`config.mk`:
```
export PLATFORM = sky130hd
export DESIGN_NAME = nsx_datapath
export DESIGN_NICKNAME = d
export VERILOG_FILES = /design/src/inc/nsx_pkg.sv /design/src/inc/nsx_res_if.sv /design/src/logic/nsx_datapath.sv /design/src/logic/nsx_core.sv
export SDC_FILE = /design/constraint.sdc
export NUM_CORES = 1
export LEC_CHECK = 0
export BUFFER_PORTS_ARGS = -buffer_cell sky130_fd_sc_hd__buf_4
export CORE_MARGIN = 3
export CORE_UTILIZATION = 40
export DETAILED_ROUTE_END_ITERATION = 8
export PLACE_DENSITY_LB_ADDON = 0.2
export SLEW_MARGIN = 40
export SYNTH_ARGS = -nofsm -noshare
export SYNTH_HDL_FRONTEND = slang
export SYNTH_SLANG_ARGS = --single-unit
```
`constraint.sdc`:
```
create_clock -name clk -period 2.8 [get_ports clk]
set_input_delay 0.28 -clock clk [delete_from_list [all_inputs] [get_ports clk]]
set_output_delay 0.28 -clock clk [all_outputs]
set_load 0.005 [all_outputs]
```
`src/inc/nsx_pkg.sv`:
```
`default_nettype none
package nsx_pkg;

  // --------------------------------------------------------------------------
  // widths and fields
  // --------------------------------------------------------------------------
  localparam int DATA_W = 8;
  localparam int ADDR_W = 5;
  localparam int NIB_LO = 0;
  localparam int NIB_W  = 4;
  localparam int NIB_HI = 4;

  localparam logic [ADDR_W-1:0] DIR_SEL_A = 5'h06;
  localparam logic [ADDR_W-1:0] DIR_SEL_B = 5'h07;
  localparam logic [DATA_W-1:0] ZERO_VAL  = 8'h00;
  localparam logic [DATA_W-1:0] ACC_RST   = 8'h00;
  localparam logic [DATA_W-1:0] DIR_RST   = 8'hff;
  localparam logic              DEST_ACC  = 1'b0;
  localparam logic              DEST_FILE = 1'b1;

  // --------------------------------------------------------------------------
  // operations
  // --------------------------------------------------------------------------
  typedef enum logic [2:0] {
    NSX_NOP            = 3'h0,
    NSX_NIBBLE_SWAP_OP = 3'h1,
    NSX_XOR_FILE_OP    = 3'h3,
    NSX_XOR_LITERAL_OP = 3'h2,
    NSX_DIRECTION_LOAD = 3'h6
  } nsx_op_type;

endpackage
`default_nettype wire

```
`src/inc/nsx_res_if.sv`:
```
`timescale 1ns/10ps
`default_nettype none
// --------------------------------------------------------------------------
// result bundle from the combinational core to the registering top
// --------------------------------------------------------------------------
interface nsx_res_if;
  import nsx_pkg::*;
  logic [DATA_W-1:0] result;
  logic              toAcc;
  logic              toFile;
  logic              toDir;
  logic              dirSel;
  logic              zeroWe;
  logic              zeroVal;
  modport core (output result, toAcc, toFile, toDir, dirSel, zeroWe, zeroVal);
  modport top  (input  result, toAcc, toFile, toDir, dirSel, zeroWe, zeroVal);
endinterface
`default_nettype wire

```
`src/logic/nsx_datapath.sv`:
```
`timescale 1ns/10ps
`default_nettype none
module nsx_datapath
  import nsx_pkg::*;
(
  input  wire logic              clk,
  input  wire logic              arst_n,
  input  wire logic              opValid,
  input  wire nsx_op_type        op,
  input  wire logic              dest,
  input  wire logic [ADDR_W-1:0] fileAddr,
  input  wire logic [DATA_W-1:0] literal,
  input  wire logic [DATA_W-1:0] fileRdData,
  output logic      [ADDR_W-1:0] fileRdAddr,
  output logic                   fileWe,
  output logic      [ADDR_W-1:0] fileWrAddr,
  output logic      [DATA_W-1:0] fileWrData,
  output logic      [DATA_W-1:0] accOut,
  output logic                   zeroFlag,
  output logic      [DATA_W-1:0] dirAOut,
  output logic      [DATA_W-1:0] dirBOut
);

  // --------------------------------------------------------------------------
  // combinational core
  // --------------------------------------------------------------------------
  nsx_res_if res ();
  logic [DATA_W-1:0] acc_q, acc_d, wrData_q, wrData_d, dirA_q, dirA_d;
  logic [DATA_W-1:0] dirB_q, dirB_d;
  logic [ADDR_W-1:0] wrAddr_q, wrAddr_d;
  logic              we_q, we_d, zero_q, zero_d;
  logic              fwdHit;
  logic [DATA_W-1:0] fileOperand;

  // read address is combinational so the file read lands in the same cycle
  assign fileRdAddr = fileAddr;

  // the file write lands one edge after the op, so an op that reads the
  // word written just before would see the stale value: bypass it here
  assign fwdHit      = we_q && (wrAddr_q == fileAddr);
  assign fileOperand = fwdHit ? wrData_q : fileRdData;

  nsx_core u_core (
    .op       (op),
    .dest     (dest),
    .fileAddr (fileAddr),
    .literal  (literal),
    .accIn    (acc_q),
    .fileIn   (fileOperand),
    .res      (res)
  );

  // --------------------------------------------------------------------------
  // next state
  // --------------------------------------------------------------------------
  always_comb begin
    acc_d    = acc_q;
    dirA_d   = dirA_q;
    dirB_d   = dirB_q;
    zero_d   = zero_q;
    we_d     = 1'b0;
    wrAddr_d = wrAddr_q;
    wrData_d = wrData_q;
    if (opValid) begin
      if (res.toAcc) begin
        acc_d = res.result;
      end
      if (res.toFile) begin
        we_d     = 1'b1;
        wrAddr_d = fileAddr;
        wrData_d = res.result;
      end
      if (res.toDir && !res.dirSel) begin
        dirA_d = res.result;
      end
      if (res.toDir && res.dirSel) begin
        dirB_d = res.result;
      end
      if (res.zeroWe) begin
        zero_d = res.zeroVal;
      end
    end
  end

  always_ff @(posedge clk or negedge arst_n) begin
    if (!arst_n) begin
      acc_q    <= ACC_RST;
      dirA_q   <= DIR_RST;
      dirB_q   <= DIR_RST;
      zero_q   <= 1'b0;
      we_q     <= 1'b0;
      wrAddr_q <= '0;
      wrData_q <= ZERO_VAL;
    end else begin
      acc_q    <= acc_d;
      dirA_q   <= dirA_d;
      dirB_q   <= dirB_d;
      zero_q   <= zero_d;
      we_q     <= we_d;
      wrAddr_q <= wrAddr_d;
      wrData_q <= wrData_d;
    end
  end

  assign accOut     = acc_q;
  assign zeroFlag   = zero_q;
  assign dirAOut    = dirA_q;
  assign dirBOut    = dirB_q;
  assign fileWe     = we_q;
  assign fileWrAddr = wrAddr_q;
  assign fileWrData = wrData_q;

  // --------------------------------------------------------------------------
  // assertions
  // --------------------------------------------------------------------------
  property p_swap;
    @(posedge clk) disable iff (!arst_n)
    (opValid && op == NSX_NIBBLE_SWAP_OP && dest == DEST_ACC) |=>
      acc_q == {$past(fileOperand[NIB_LO +: NIB_W]),
                $past(fileOperand[NIB_HI +: NIB_W])};
  endproperty
  a_swap: assert property (p_swap)
    else $error("swap result wrong");

  property p_swap_file;
    @(posedge clk) disable iff (!arst_n)
    (opValid && op == NSX_NIBBLE_SWAP_OP && dest == DEST_FILE) |=>
      fileWe && fileWrAddr == $past(fileAddr) && $stable(acc_q) &&
      fileWrData == {$past(fileOperand[NIB_LO +: NIB_W]),
                     $past(fileOperand[NIB_HI +: NIB_W])};
  endproperty
  a_swap_file: assert property (p_swap_file)
    else $error("swap to file wrong");

  property p_swap_flag;
    @(posedge clk) disable iff (!arst_n)
    (opValid && op == NSX_NIBBLE_SWAP_OP) |=> $stable(zero_q);
  endproperty
  a_swap_flag: assert property (p_swap_flag)
    else $error("swap changed the zero flag");

  property p_dest_file;
    @(posedge clk) disable iff (!arst_n)
    (opValid && op == NSX_XOR_FILE_OP && dest == DEST_FILE) |=>
      fileWe && fileWrAddr == $past(fileAddr) && $stable(acc_q) &&
      fileWrData == ($past(acc_q) ^ $past(fileOperand));
  endproperty
  a_dest_file: assert property (p_dest_file)
    else $error("xor file result not written to file");

  property p_dest_acc;
    @(posedge clk) disable iff (!arst_n)
    (opValid && op == NSX_XOR_FILE_OP && dest == DEST_ACC) |=>
      !fileWe && acc_q == ($past(acc_q) ^ $past(fileOperand));
  endproperty
  a_dest_acc: assert property (p_dest_acc)
    else $error("xor file result not in accumulator");

  property p_fwd;
    @(posedge clk) disable iff (!arst_n)
    (opValid && op == NSX_XOR_FILE_OP && dest == DEST_ACC &&
     fileWe && fileWrAddr == fileAddr) |=>
      acc_q == ($past(acc_q) ^ $past(fileWrData));
  endproperty
  a_fwd: assert property (p_fwd)
    else $error("pending file write not seen by next op");

  property p_dir_a;
    @(posedge clk) disable iff (!arst_n)
    (opValid && op == NSX_DIRECTION_LOAD && fileAddr == DIR_SEL_A) |=>
      dirA_q == $past(acc_q) && $stable(dirB_q) && $stable(zero_q);
  endproperty
  a_dir_a: assert property (p_dir_a)
    else $error("direction load of first register wrong");

  property p_dir_b;
    @(posedge clk) disable iff (!arst_n)
    (opValid && op == NSX_DIRECTION_LOAD && fileAddr == DIR_SEL_B) |=>
      dirB_q == $past(acc_q) && $stable(dirA_q) && $stable(zero_q);
  endproperty
  a_dir_b: assert property (p_dir_b)
    else $error("direction load of second register wrong");

  property p_dir_refuse;
    @(posedge clk) disable iff (!arst_n)
    (opValid && op == NSX_DIRECTION_LOAD && fileAddr != DIR_SEL_A &&
     fileAddr != DIR_SEL_B) |=>
      $stable(dirA_q) && $stable(dirB_q) && $stable(acc_q) && !fileWe;
  endproperty
  a_dir_refuse: assert property (p_dir_refuse)
    else $error("direction load to absent register took effect");

  property p_xorlit;
    @(posedge clk) disable iff (!arst_n)
    (opValid && op == NSX_XOR_LITERAL_OP) |=>
      !fileWe && acc_q == ($past(acc_q) ^ $past(literal));
  endproperty
  a_xorlit: assert property (p_xorlit)
    else $error("xor literal result wrong");

  property p_zero;
    @(posedge clk) disable iff (!arst_n)
    (opValid && (op == NSX_XOR_FILE_OP || op == NSX_XOR_LITERAL_OP)) |=>
      zero_q == ((fileWe ? fileWrData : acc_q) == ZERO_VAL);
  endproperty
  a_zero: assert property (p_zero)
    else $error("zero flag does not match result");

  property p_idle;
    @(posedge clk) disable iff (!arst_n)
    !opValid |=> !fileWe && $stable(acc_q) && $stable(zero_q) &&
      $stable(dirA_q) && $stable(dirB_q);
  endproperty
  a_idle: assert property (p_idle)
    else $error("state changed with no op");

  c_swap: cover property (@(posedge clk) disable iff (!arst_n)
    opValid && op == NSX_NIBBLE_SWAP_OP && dest == DEST_FILE);
  c_zero: cover property (@(posedge clk) disable iff (!arst_n)
    opValid && op == NSX_XOR_FILE_OP && res.zeroVal);
  c_dir: cover property (@(posedge clk) disable iff (!arst_n)
    opValid && op == NSX_DIRECTION_LOAD && fileAddr == DIR_SEL_A);
  c_fwd: cover property (@(posedge clk) disable iff (!arst_n)
    opValid && op == NSX_XOR_FILE_OP && fwdHit);

endmodule
`default_nettype wire

```
`src/logic/nsx_core.sv`:
```
`timescale 1ns/10ps
`default_nettype none
module nsx_core
  import nsx_pkg::*;
(
  input  wire nsx_op_type        op,
  input  wire logic              dest,
  input  wire logic [ADDR_W-1:0] fileAddr,
  input  wire logic [DATA_W-1:0] literal,
  input  wire logic [DATA_W-1:0] accIn,
  input  wire logic [DATA_W-1:0] fileIn,
  nsx_res_if.core                res
);

  // --------------------------------------------------------------------------
  // result and destination select
  // --------------------------------------------------------------------------
  always_comb begin
    res.result  = ZERO_VAL;
    res.toAcc   = 1'b0;
    res.toFile  = 1'b0;
    res.toDir   = 1'b0;
    res.dirSel  = 1'b0;
    res.zeroWe  = 1'b0;
    case (op)
      NSX_NIBBLE_SWAP_OP: begin
        res.result = {fileIn[NIB_LO +: NIB_W],
                      fileIn[NIB_HI +: NIB_W]};
        res.toAcc  = (dest == DEST_ACC);
        res.toFile = (dest == DEST_FILE);
      end
      NSX_XOR_FILE_OP: begin
        res.result = accIn ^ fileIn;
        res.toAcc  = (dest == DEST_ACC);
        res.toFile = (dest == DEST_FILE);
        res.zeroWe = 1'b1;
      end
      NSX_XOR_LITERAL_OP: begin
        res.result = accIn ^ literal;
        res.toAcc  = 1'b1;
        res.zeroWe = 1'b1;
      end
      NSX_DIRECTION_LOAD: begin
        // other operand values are ignored: no such direction register
        res.result = accIn;
        res.toDir  = (fileAddr == DIR_SEL_A) || (fileAddr == DIR_SEL_B);
        res.dirSel = (fileAddr == DIR_SEL_B);
      end
      default: begin
        res.result = ZERO_VAL;
      end
    endcase
    res.zeroVal = (res.result == ZERO_VAL);
  end

endmodule
`default_nettype wire

```
# Yosys cells after proc, flatten, opt, wreduce, memory -nomap -nowiden

Cells that the tools add are included.

Register bits: 39
Word-level logic and storage cells: 39

Bitwise logic cells: 3
Reductions and logical operators: 13
Equal/unequal tests: 7
Multiplexer cells: 9

Operators with widths:

| operator           | number |
|---|---|
| $pmux 8 s4         | 1 |
| $xor 8x8->8        | 2 |
| $eq 5x3->1 const B | 2 |
| $reduce_and 2->1   | 5 |
| $logic_not 8->1    | 1 |
| $mux 8             | 1 |
| $eq 3x2->1 const B | 2 |
| $mux 1             | 6 |
| $eq 5x5->1         | 1 |
| $reduce_or 2->1    | 2 |
| $eq 3x1->1 const B | 1 |
| $eq 3x3->1 const B | 1 |
| $logic_and 1x1->1  | 3 |
| $pmux 1 s2         | 1 |
| $logic_not 1->1    | 1 |
| $logic_or 1x1->1   | 1 |
| $not 1->1          | 1 |

# Logic depth before layout (Yosys ltp)

Gate-level depths: netlist of run 1.

Depth in word-level cells: 6
Gate-level depth with buffers: 9

# Hierarchy

Synthesis of run 1 repeated with hierarchy kept, for this count alone.

Cells, all modules: 159
Area total of the unflattened synthesis: 2057.0 µm²

By module, submodules not included:

| module       | seq. area each (µm²) | area an instance (µm²) | cells each | times used |
|---|---|---|---|---|
| nsx_datapath | 996.0                | 1655.3                 | 106        | 1 |
| nsx_core     | 0.0                  | 401.6                  | 53         | 1 |

# Worst setup path after synthesis of run 1

OpenSTA, ideal clock, no wires.

Path type: reg2reg
Start: reg wrAddr_q[2], in the netlist fileWrAddr[2]
End: reg zero_q, in the netlist zeroFlag
Setup time: 0.103 ns
Data required time: 2.697 ns
Path buffers: 0
Stages on the path, launching flop included: 9
Arrival: 2.194 ns
Clock period less this slack: 2.298 ns
Path slack: 0.502 ns
Cells stage by stage: dfrtp_1 -> xnor2_1 -> nand4_2 -> nor2_4 -> mux2_4 -> a211o_1 -> nor4b_2 -> nand4_1 -> o41ai_2

Word-level cells in the longest chain between the ends: 6

Ends and longest elaborated chain:

| what                   | line                | text |
|---|---|---|
| from (decl)            | nsx_datapath.sv:30  | `logic [ADDR_W-1:0] wrAddr_q, wrAddr_d;` |
| from (signal assigned) | nsx_datapath.sv:100 | `wrAddr_q <= wrAddr_d;` |
| $eq 5x5->1 (*)         | nsx_datapath.sv:40  | `assign fwdHit = we_q && (wrAddr_q == fileAddr);` |
| $logic_and 1x1->1 (*)  | nsx_datapath.sv:40  |  |
| $mux 8 (*)             | nsx_datapath.sv:41  | `assign fileOperand = fwdHit ? wrData_q : fileRdData;` |
| $xor 8x8->8            | nsx_core.sv:33      | `res.result = accIn ^ fileIn;` |
| $pmux 8 s4 (*)         | nsx_core.sv:25      | `case (op)` |
| $logic_not 8->1 (*)    | nsx_core.sv:53      | `res.zeroVal = (res.result == ZERO_VAL);` |
| to (signal assigned)   | nsx_datapath.sv:98  | `zero_q <= zero_d;` |
| to (decl)              | nsx_datapath.sv:31  | `logic we_q, we_d, zero_q, zero_d;` |

Every way passes the cells marked *; elsewhere a longest branch is shown, timed or not.
A chain may end at the register's enable or synchronous reset.

# Worst setup path in the final report of run 1

Start: reg wrAddr_q[4], in the netlist fileWrAddr[4]
End: reg zero_q, in the netlist zeroFlag

Same word-level chain as after synthesis.

==> impl_metrics.ini, run 1 <==
[power_and_ir_drop]
pwr-share-seq_pct = 46.2
p_int_mw = 1.06
comb_power_share_pct = 26.6
netSwitchingPower_uw = 496
p_per_area_nw_per_um2 = 541
clkPwrFrac_pct = 27.2
p_leak_nw = 1.27
worst_ir_drop_vdd_uv = 365
p_sw_share_pct = 31.8

[hold_path]
hold_path_depth = 3
hp-start = fileAddr[2]
hp-class = input pin to register
min_to = fileWrAddr[2]$_DFFE_PN0P_

[timing]
final_hold_viol_count = 0
fin_crit_sh_pct = 90.7
finClkSkew_ns = 0.00609
rsz0062_at_grt = no
relSlewSlack_pct = 62.4
setup_viol = 0
max_freq_mhz = 394
fin_tns_setup_ns = 0
drv_slew = 0
worstMarginPinSlew_ns = 0.561
min_period_ns = 2.54
timing.final.ws_setup_ns = 0.259
whs_ns = 0.199

[synth]
synth_cell_type_count = 46
avgSynthCellArea_sq_um = 9.05
synth_area_sq_um = 2160
synth_ff_type = dfrtp_1
syn_inst = 239
ys_seq_area_share_pct = 46.0
synth-edff-count = 0
synth_warnings = 0
ys_ff_latch = 39
synthesis.nets = 267
async_reset_ff_share_pct = 100

[cells_and_area]
nets = 339
drive_gt1_share_pct = 36.9
multi_input_area_sq_um = 1070
seq_area_sq_um = 996
syn_to_final_growth_pct = 33.0
antennaDiodeCount = 0
nFillCells = 481

[die]
io_pins = 72
coreArea_sq_um = 5170
initial_core_util_pct = 41.8
die_area_sq_um = 6330
fp.dieH_um = 79.5
row_count = 26
die_width_um = 79.5

[clocking]
clkTransAtPathRegs_ns = 0.08
cts_buffers = 5
clk_latency_ns = 0.31
clock_sinks = 39
h-tree-depth = 2
ctsHoldBuffers = 1
postCtsResizedCells = 0
clockBufferDepth = 2
cts_tree = built
post_cts_buffers = 0
root_buffer = clkbuf_8

[placement]
pre_cts_slack_ns = 0.279
io_buffer_count = 71
gp_congestion = 0.833
place_hpwl_mm = 4.47

[setup_path]
cp-end-kind = register
crit_arrival_ns = 2.75
path_class = register to register
r2r_cells = 8
reg2reg_from = fileWrAddr[4]$_DFFE_PN0P_
crit_fanout = 9
start_kind = register
crit_required_ns = 3.01
r2r_end = zeroFlag$_DFFE_PN0P_
rrSetupSlack_ns = 0.26

[routing]
post-route-drc-count = 0
wl_mm = 5.96
drtIter0Drc = 111
drt_pass1_iterations = 4
vias = 1992
ant_nets = 0
wl_per_cell_um = 15.6
vias_per_cell = 5.21

[global_routing]
grt.total_usage_pct = 19.8
grt_overflow = 0
antenna_found_initial = 0
grt_first_pass_wirelength_mm = 9.64
grt_pass1_vias = 1897
grt_max_degree = 40

[run_status]
status = finished, final reports clean

[flow_run]
cap_viol_max_count = 0
sequential cells by signal, indices dropped and copies added, names as in the netlist:
name,cells
accOut,8
dirAOut,8
dirBOut,8
fileWrData,8
fileWrAddr,5
fileWe,1
zeroFlag,1
placed cells by master, fill, tap and decap left out, types with 3 or more instances in the layout:
cell and count:
nand2_1 44, a21oi_1 14, buf_4 80, o21a_1 3
nor2_1 17, o21ai_0 17, clkbuf_8 6, dfstp_2 16
mux2i_1 6, nand4_1 3, nand3_1 5, xnor2_1 7
nor3_1 3, o21ai_1 16, nand2b_1 6, inv_1 4
a211oi_1 3, dfrtp_1 23
cell usage after synthesis, drive strengths merged (6+ instances only):
cell type	number	area, sq um
a21oi	14	70.1
buf	7	53.8
clkbuf	9	33.8
dfrtp	23	576
dfstp	16	420
mux2i	6	60.1
nand2	44	165
nand2b	6	37.5
nor2	18	75.1
o21ai	33	165
xnor2	7	61.3
worst max-delay path: stages (launching register included):
cell,delay (ns)
dfrtp_1,0.41
xnor2_1,0.25
nand4_2,0.19
nor2_4,0.32
mux2_4,0.34
a211o_1,0.30
nor4b_2,0.26
nand4_1,0.16
o41ai_2,0.22
routing by layer:
layer  up-vias  routed length [um]  GRT usage, %  part of all wire (%)
met5         -                   0             0                     0
met4         0                  74          5.15                   1.2
met3        10                 448          5.98                   7.5
met2        69                2720          29.4                    46
met1       934                2720          28.0                    46
li1        979                   -             -                     -
layout make-up:
class | instances | area share, %
multi-input cells | 180 | 37.2
clock inverters | 2 | 0.565
flip-flops and latches | 39 | 34.6
repair buffers | 81 | 21.2
clock buffers | 6 | 2.87
inverters | 4 | 0.522
well taps | 70 | 3.04
logic make-up (layout without fill, tap and decap cells):
family          Yosys count  in the layout  synth area share, %
simple gates             93             93                 21.1
xor+xnor                  9              9                 3.64
mux                       9              9                 4.51
buf+inv                  20             93                 4.74
flops                    39             39                 46.0
compound gates           69             69                 20.0
stage by stage:
step | area (sq um) | std cells | util (%) | power [mW]
3_5_place_dp | 2770 | 373 | 53.5 | 1.15
6_report | 2880 | 382 | 55.6 | 1.56
5_1_grt | 2880 | 382 | 55.6 | 1.65
4_1_cts | 2880 | 382 | 55.6 | 1.57
3_3_place_gp | 2770 | 373 | 53.5 | 1.14
2_1_floorplan | 2160 | 239 | - | 0.917
worst max-delay path by stage:
stage,startpoint,endpoint,slack (ns)
2_1_floorplan,fileWrAddr[2]$_DFFE_PN0P_,zeroFlag$_DFFE_PN0P_,0.50
3_3_place_gp,fileWrAddr[4]$_DFFE_PN0P_,zeroFlag$_DFFE_PN0P_,0.35
3_5_place_dp,fileWrAddr[4]$_DFFE_PN0P_,zeroFlag$_DFFE_PN0P_,0.28
4_1_cts,fileWrAddr[4]$_DFFE_PN0P_,zeroFlag$_DFFE_PN0P_,0.27
5_1_grt,fileWrAddr[4]$_DFFE_PN0P_,zeroFlag$_DFFE_PN0P_,0.12
6_report,fileWrAddr[4]$_DFFE_PN0P_,zeroFlag$_DFFE_PN0P_,0.26
power groups by stage:
stage / sequential (mW) / combinational [mW] / clock, mW
floorplan: 0.721 / 0.196 / 0
global placement: 0.730 / 0.411 / 0
global route: 0.733 / 0.458 / 0.460
detailed placement: 0.730 / 0.415 / 0
finish: 0.720 / 0.414 / 0.423
CTS: 0.720 / 0.418 / 0.432
Power figures use the tool's default switching activity.
==> run 2, diff against run 1 <==
==> constraint.sdc (replaced) <==
create_clock -name clk -period 2.4 [get_ports clk]
set_input_delay 0.24 -clock clk [delete_from_list [all_inputs] [get_ports clk]]
set_output_delay 0.24 -clock clk [all_outputs]
set_load 0.01 [all_outputs]
==> impl_metrics.ini, run 2 (synthesis results as in run 1) <==
[cells_and_area]
syn_to_final_growth_pct = 40.3
seq_area_sq_um = 996
antennaDiodeCount = 0
nets = 348
drive_gt1_share_pct = 42.4
nFillCells = 490
design_area_sq_um = 3030
multi_input_area_sq_um = 1130
layout_common_cells = 88 x buf_4, 44 x nand2_1, 23 x dfrtp_1
final_common_cell = buf_4

[global_routing]
grt.total_usage_pct = 19.7
antenna_found_initial = 0
grt_max_degree = 40
grt_first_pass_wirelength_mm = 9.72
grt_pass1_vias = 1924
grt_overflow = 0

[setup_path]
start_kind = register
crit_required_ns = 2.60
crit_fanout = 6
reg2reg_from = fileWrAddr[4]$_DFFE_PN0P_
cp-end-kind = register
crit_arrival_ns = 2.53
r2r_cells = 8
path_class = register to register
rrSetupSlack_ns = 0.06
r2r_end = zeroFlag$_DFFE_PN0P_

[power_and_ir_drop]
p_per_area_nw_per_um2 = 657
worst_ir_drop_vdd_uv = 424
power_mw = 1.99
p_leak_nw = 1.36

[die]
fp.dieH_um = 79.5
row_count = 26
initial_core_util_pct = 41.8
die_area_sq_um = 6330
coreArea_sq_um = 5170
die_width_um = 79.5
io_pins = 72

[routing]
wl_per_cell_um = 15.1
drtIter0Drc = 121
vias_per_cell = 5.11
post-route-drc-count = 0
drt_pass1_iterations = 4
ant_nets = 0
vias = 1997
wl_mm = 5.91

[clocking]
clk_latency_ns = 0.29
root_buffer = clkbuf_8
cts_buffers = 5
cts_tree = built
clock_sinks = 39
clockBufferDepth = 2
clkTransAtPathRegs_ns = 0.08
h-tree-depth = 2

[timing]
final_hold_viol_count = 0
max_freq_mhz = 427
rsz0062_at_grt = yes
fin_tns_setup_ns = 0
timing.final.ws_setup_ns = 0.0604
setup_viol = 0
finClkSkew_ns = 0.00802
drv_slew = 0
min_period_ns = 2.34
fin_crit_sh_pct = 97.5
relSlewSlack_pct = 64.3
whs_ns = 0.181
worstMarginPinSlew_ns = 0.533

[hold_path]
min_to = fileWrAddr[1]$_DFFE_PN0P_
hp-class = input pin to register
hp-start = fileAddr[1]
hold_path_depth = 3

[placement]
post_dp_cell_area_sq_um = 2800
pre_cts_slack_ns = -0.0158
io_buffer_count = 71
place_hpwl_mm = 4.41
gp_congestion = 0.809

[flow_run]
cap_viol_max_count = 0

[run_status]
status = finished, final reports clean
## run 2: cell count changes in the layout (fill, tap and decap cells not counted), sizes merged
| cell | change |
|---|---|
| buf | +9 |
| inv | +1 |
| clkinvlp | -1 |
| bufinv | +1 |
| clkinv | -1 |
## run 2: worst max path at each step
stage / startpoint / to / slack [ns] / cells past startpoint
after floorplan: fileWrAddr[2]$_DFFE_PN0P_ / zeroFlag$_DFFE_PN0P_ / 0.07 / 8
after global placement: fileWrAddr[4]$_DFFE_PN0P_ / zeroFlag$_DFFE_PN0P_ / 0.04 / 9
after detailed placement: fileWrAddr[4]$_DFFE_PN0P_ / zeroFlag$_DFFE_PN0P_ / -0.02 / 8
after CTS: fileWrAddr[2]$_DFFE_PN0P_ / zeroFlag$_DFFE_PN0P_ / 0.005 / 8
after global routing: fileWrAddr[2]$_DFFE_PN0P_ / zeroFlag$_DFFE_PN0P_ / -0.05 / 8
final: fileWrAddr[4]$_DFFE_PN0P_ / zeroFlag$_DFFE_PN0P_ / 0.06 / 8
## run 2: power by group
part	leakage, nW	switching, mW	internal (mW)
logic	0.849	0.273	0.290
registers	0.453	0.0989	0.749
clock network	0.0618	0.239	0.342
total	1.36	0.611	1.38
## run 2: worst max-delay path: stages (launching register included)
cell and delay, ns:
dfrtp_1 0.42, xnor2_2 0.18, nand4_2 0.18, nor2_4 0.25, mux2_2 0.38, mux2i_1 0.16
xor2_1 0.20, o21ai_0 0.14, o41ai_2 0.33
## run 2: routing by layer
layer	vias up	wire length, um	GRT usage, %
met3	5	342	4.51
met2	48	2770	29.7
met1	942	2740	28.2
met5	-	0	0
met4	0	62	5.67
li1	1002	-	-
## run 2: area by class of cell
| class | count | area share, % |
|---|---|---|
| well taps | 70 | 2.89 |
| multi-input cells | 180 | 37.3 |
| repair buffers | 90 | 22.5 |
| clock buffers | 6 | 2.72 |
| clock inverters | 2 | 1.28 |
| inverters | 4 | 0.495 |
| flip-flops and latches | 39 | 32.8 |
## run 2: metrics by stage
step	cells	utilization, %
after global routing	391	58.7
after detailed placement	377	54.1
final	391	58.7
after CTS	387	57.4
after floorplan	239	-
after global placement	377	54.1
## run 2: timing repair
item,in CTS,in global routing
hold buffers,1,0
resized for setup,4,11
endpoints found under the hold margin,23,0
setup endpoints to repair,1,12
setup buffers,1,4
pin swaps,2,12
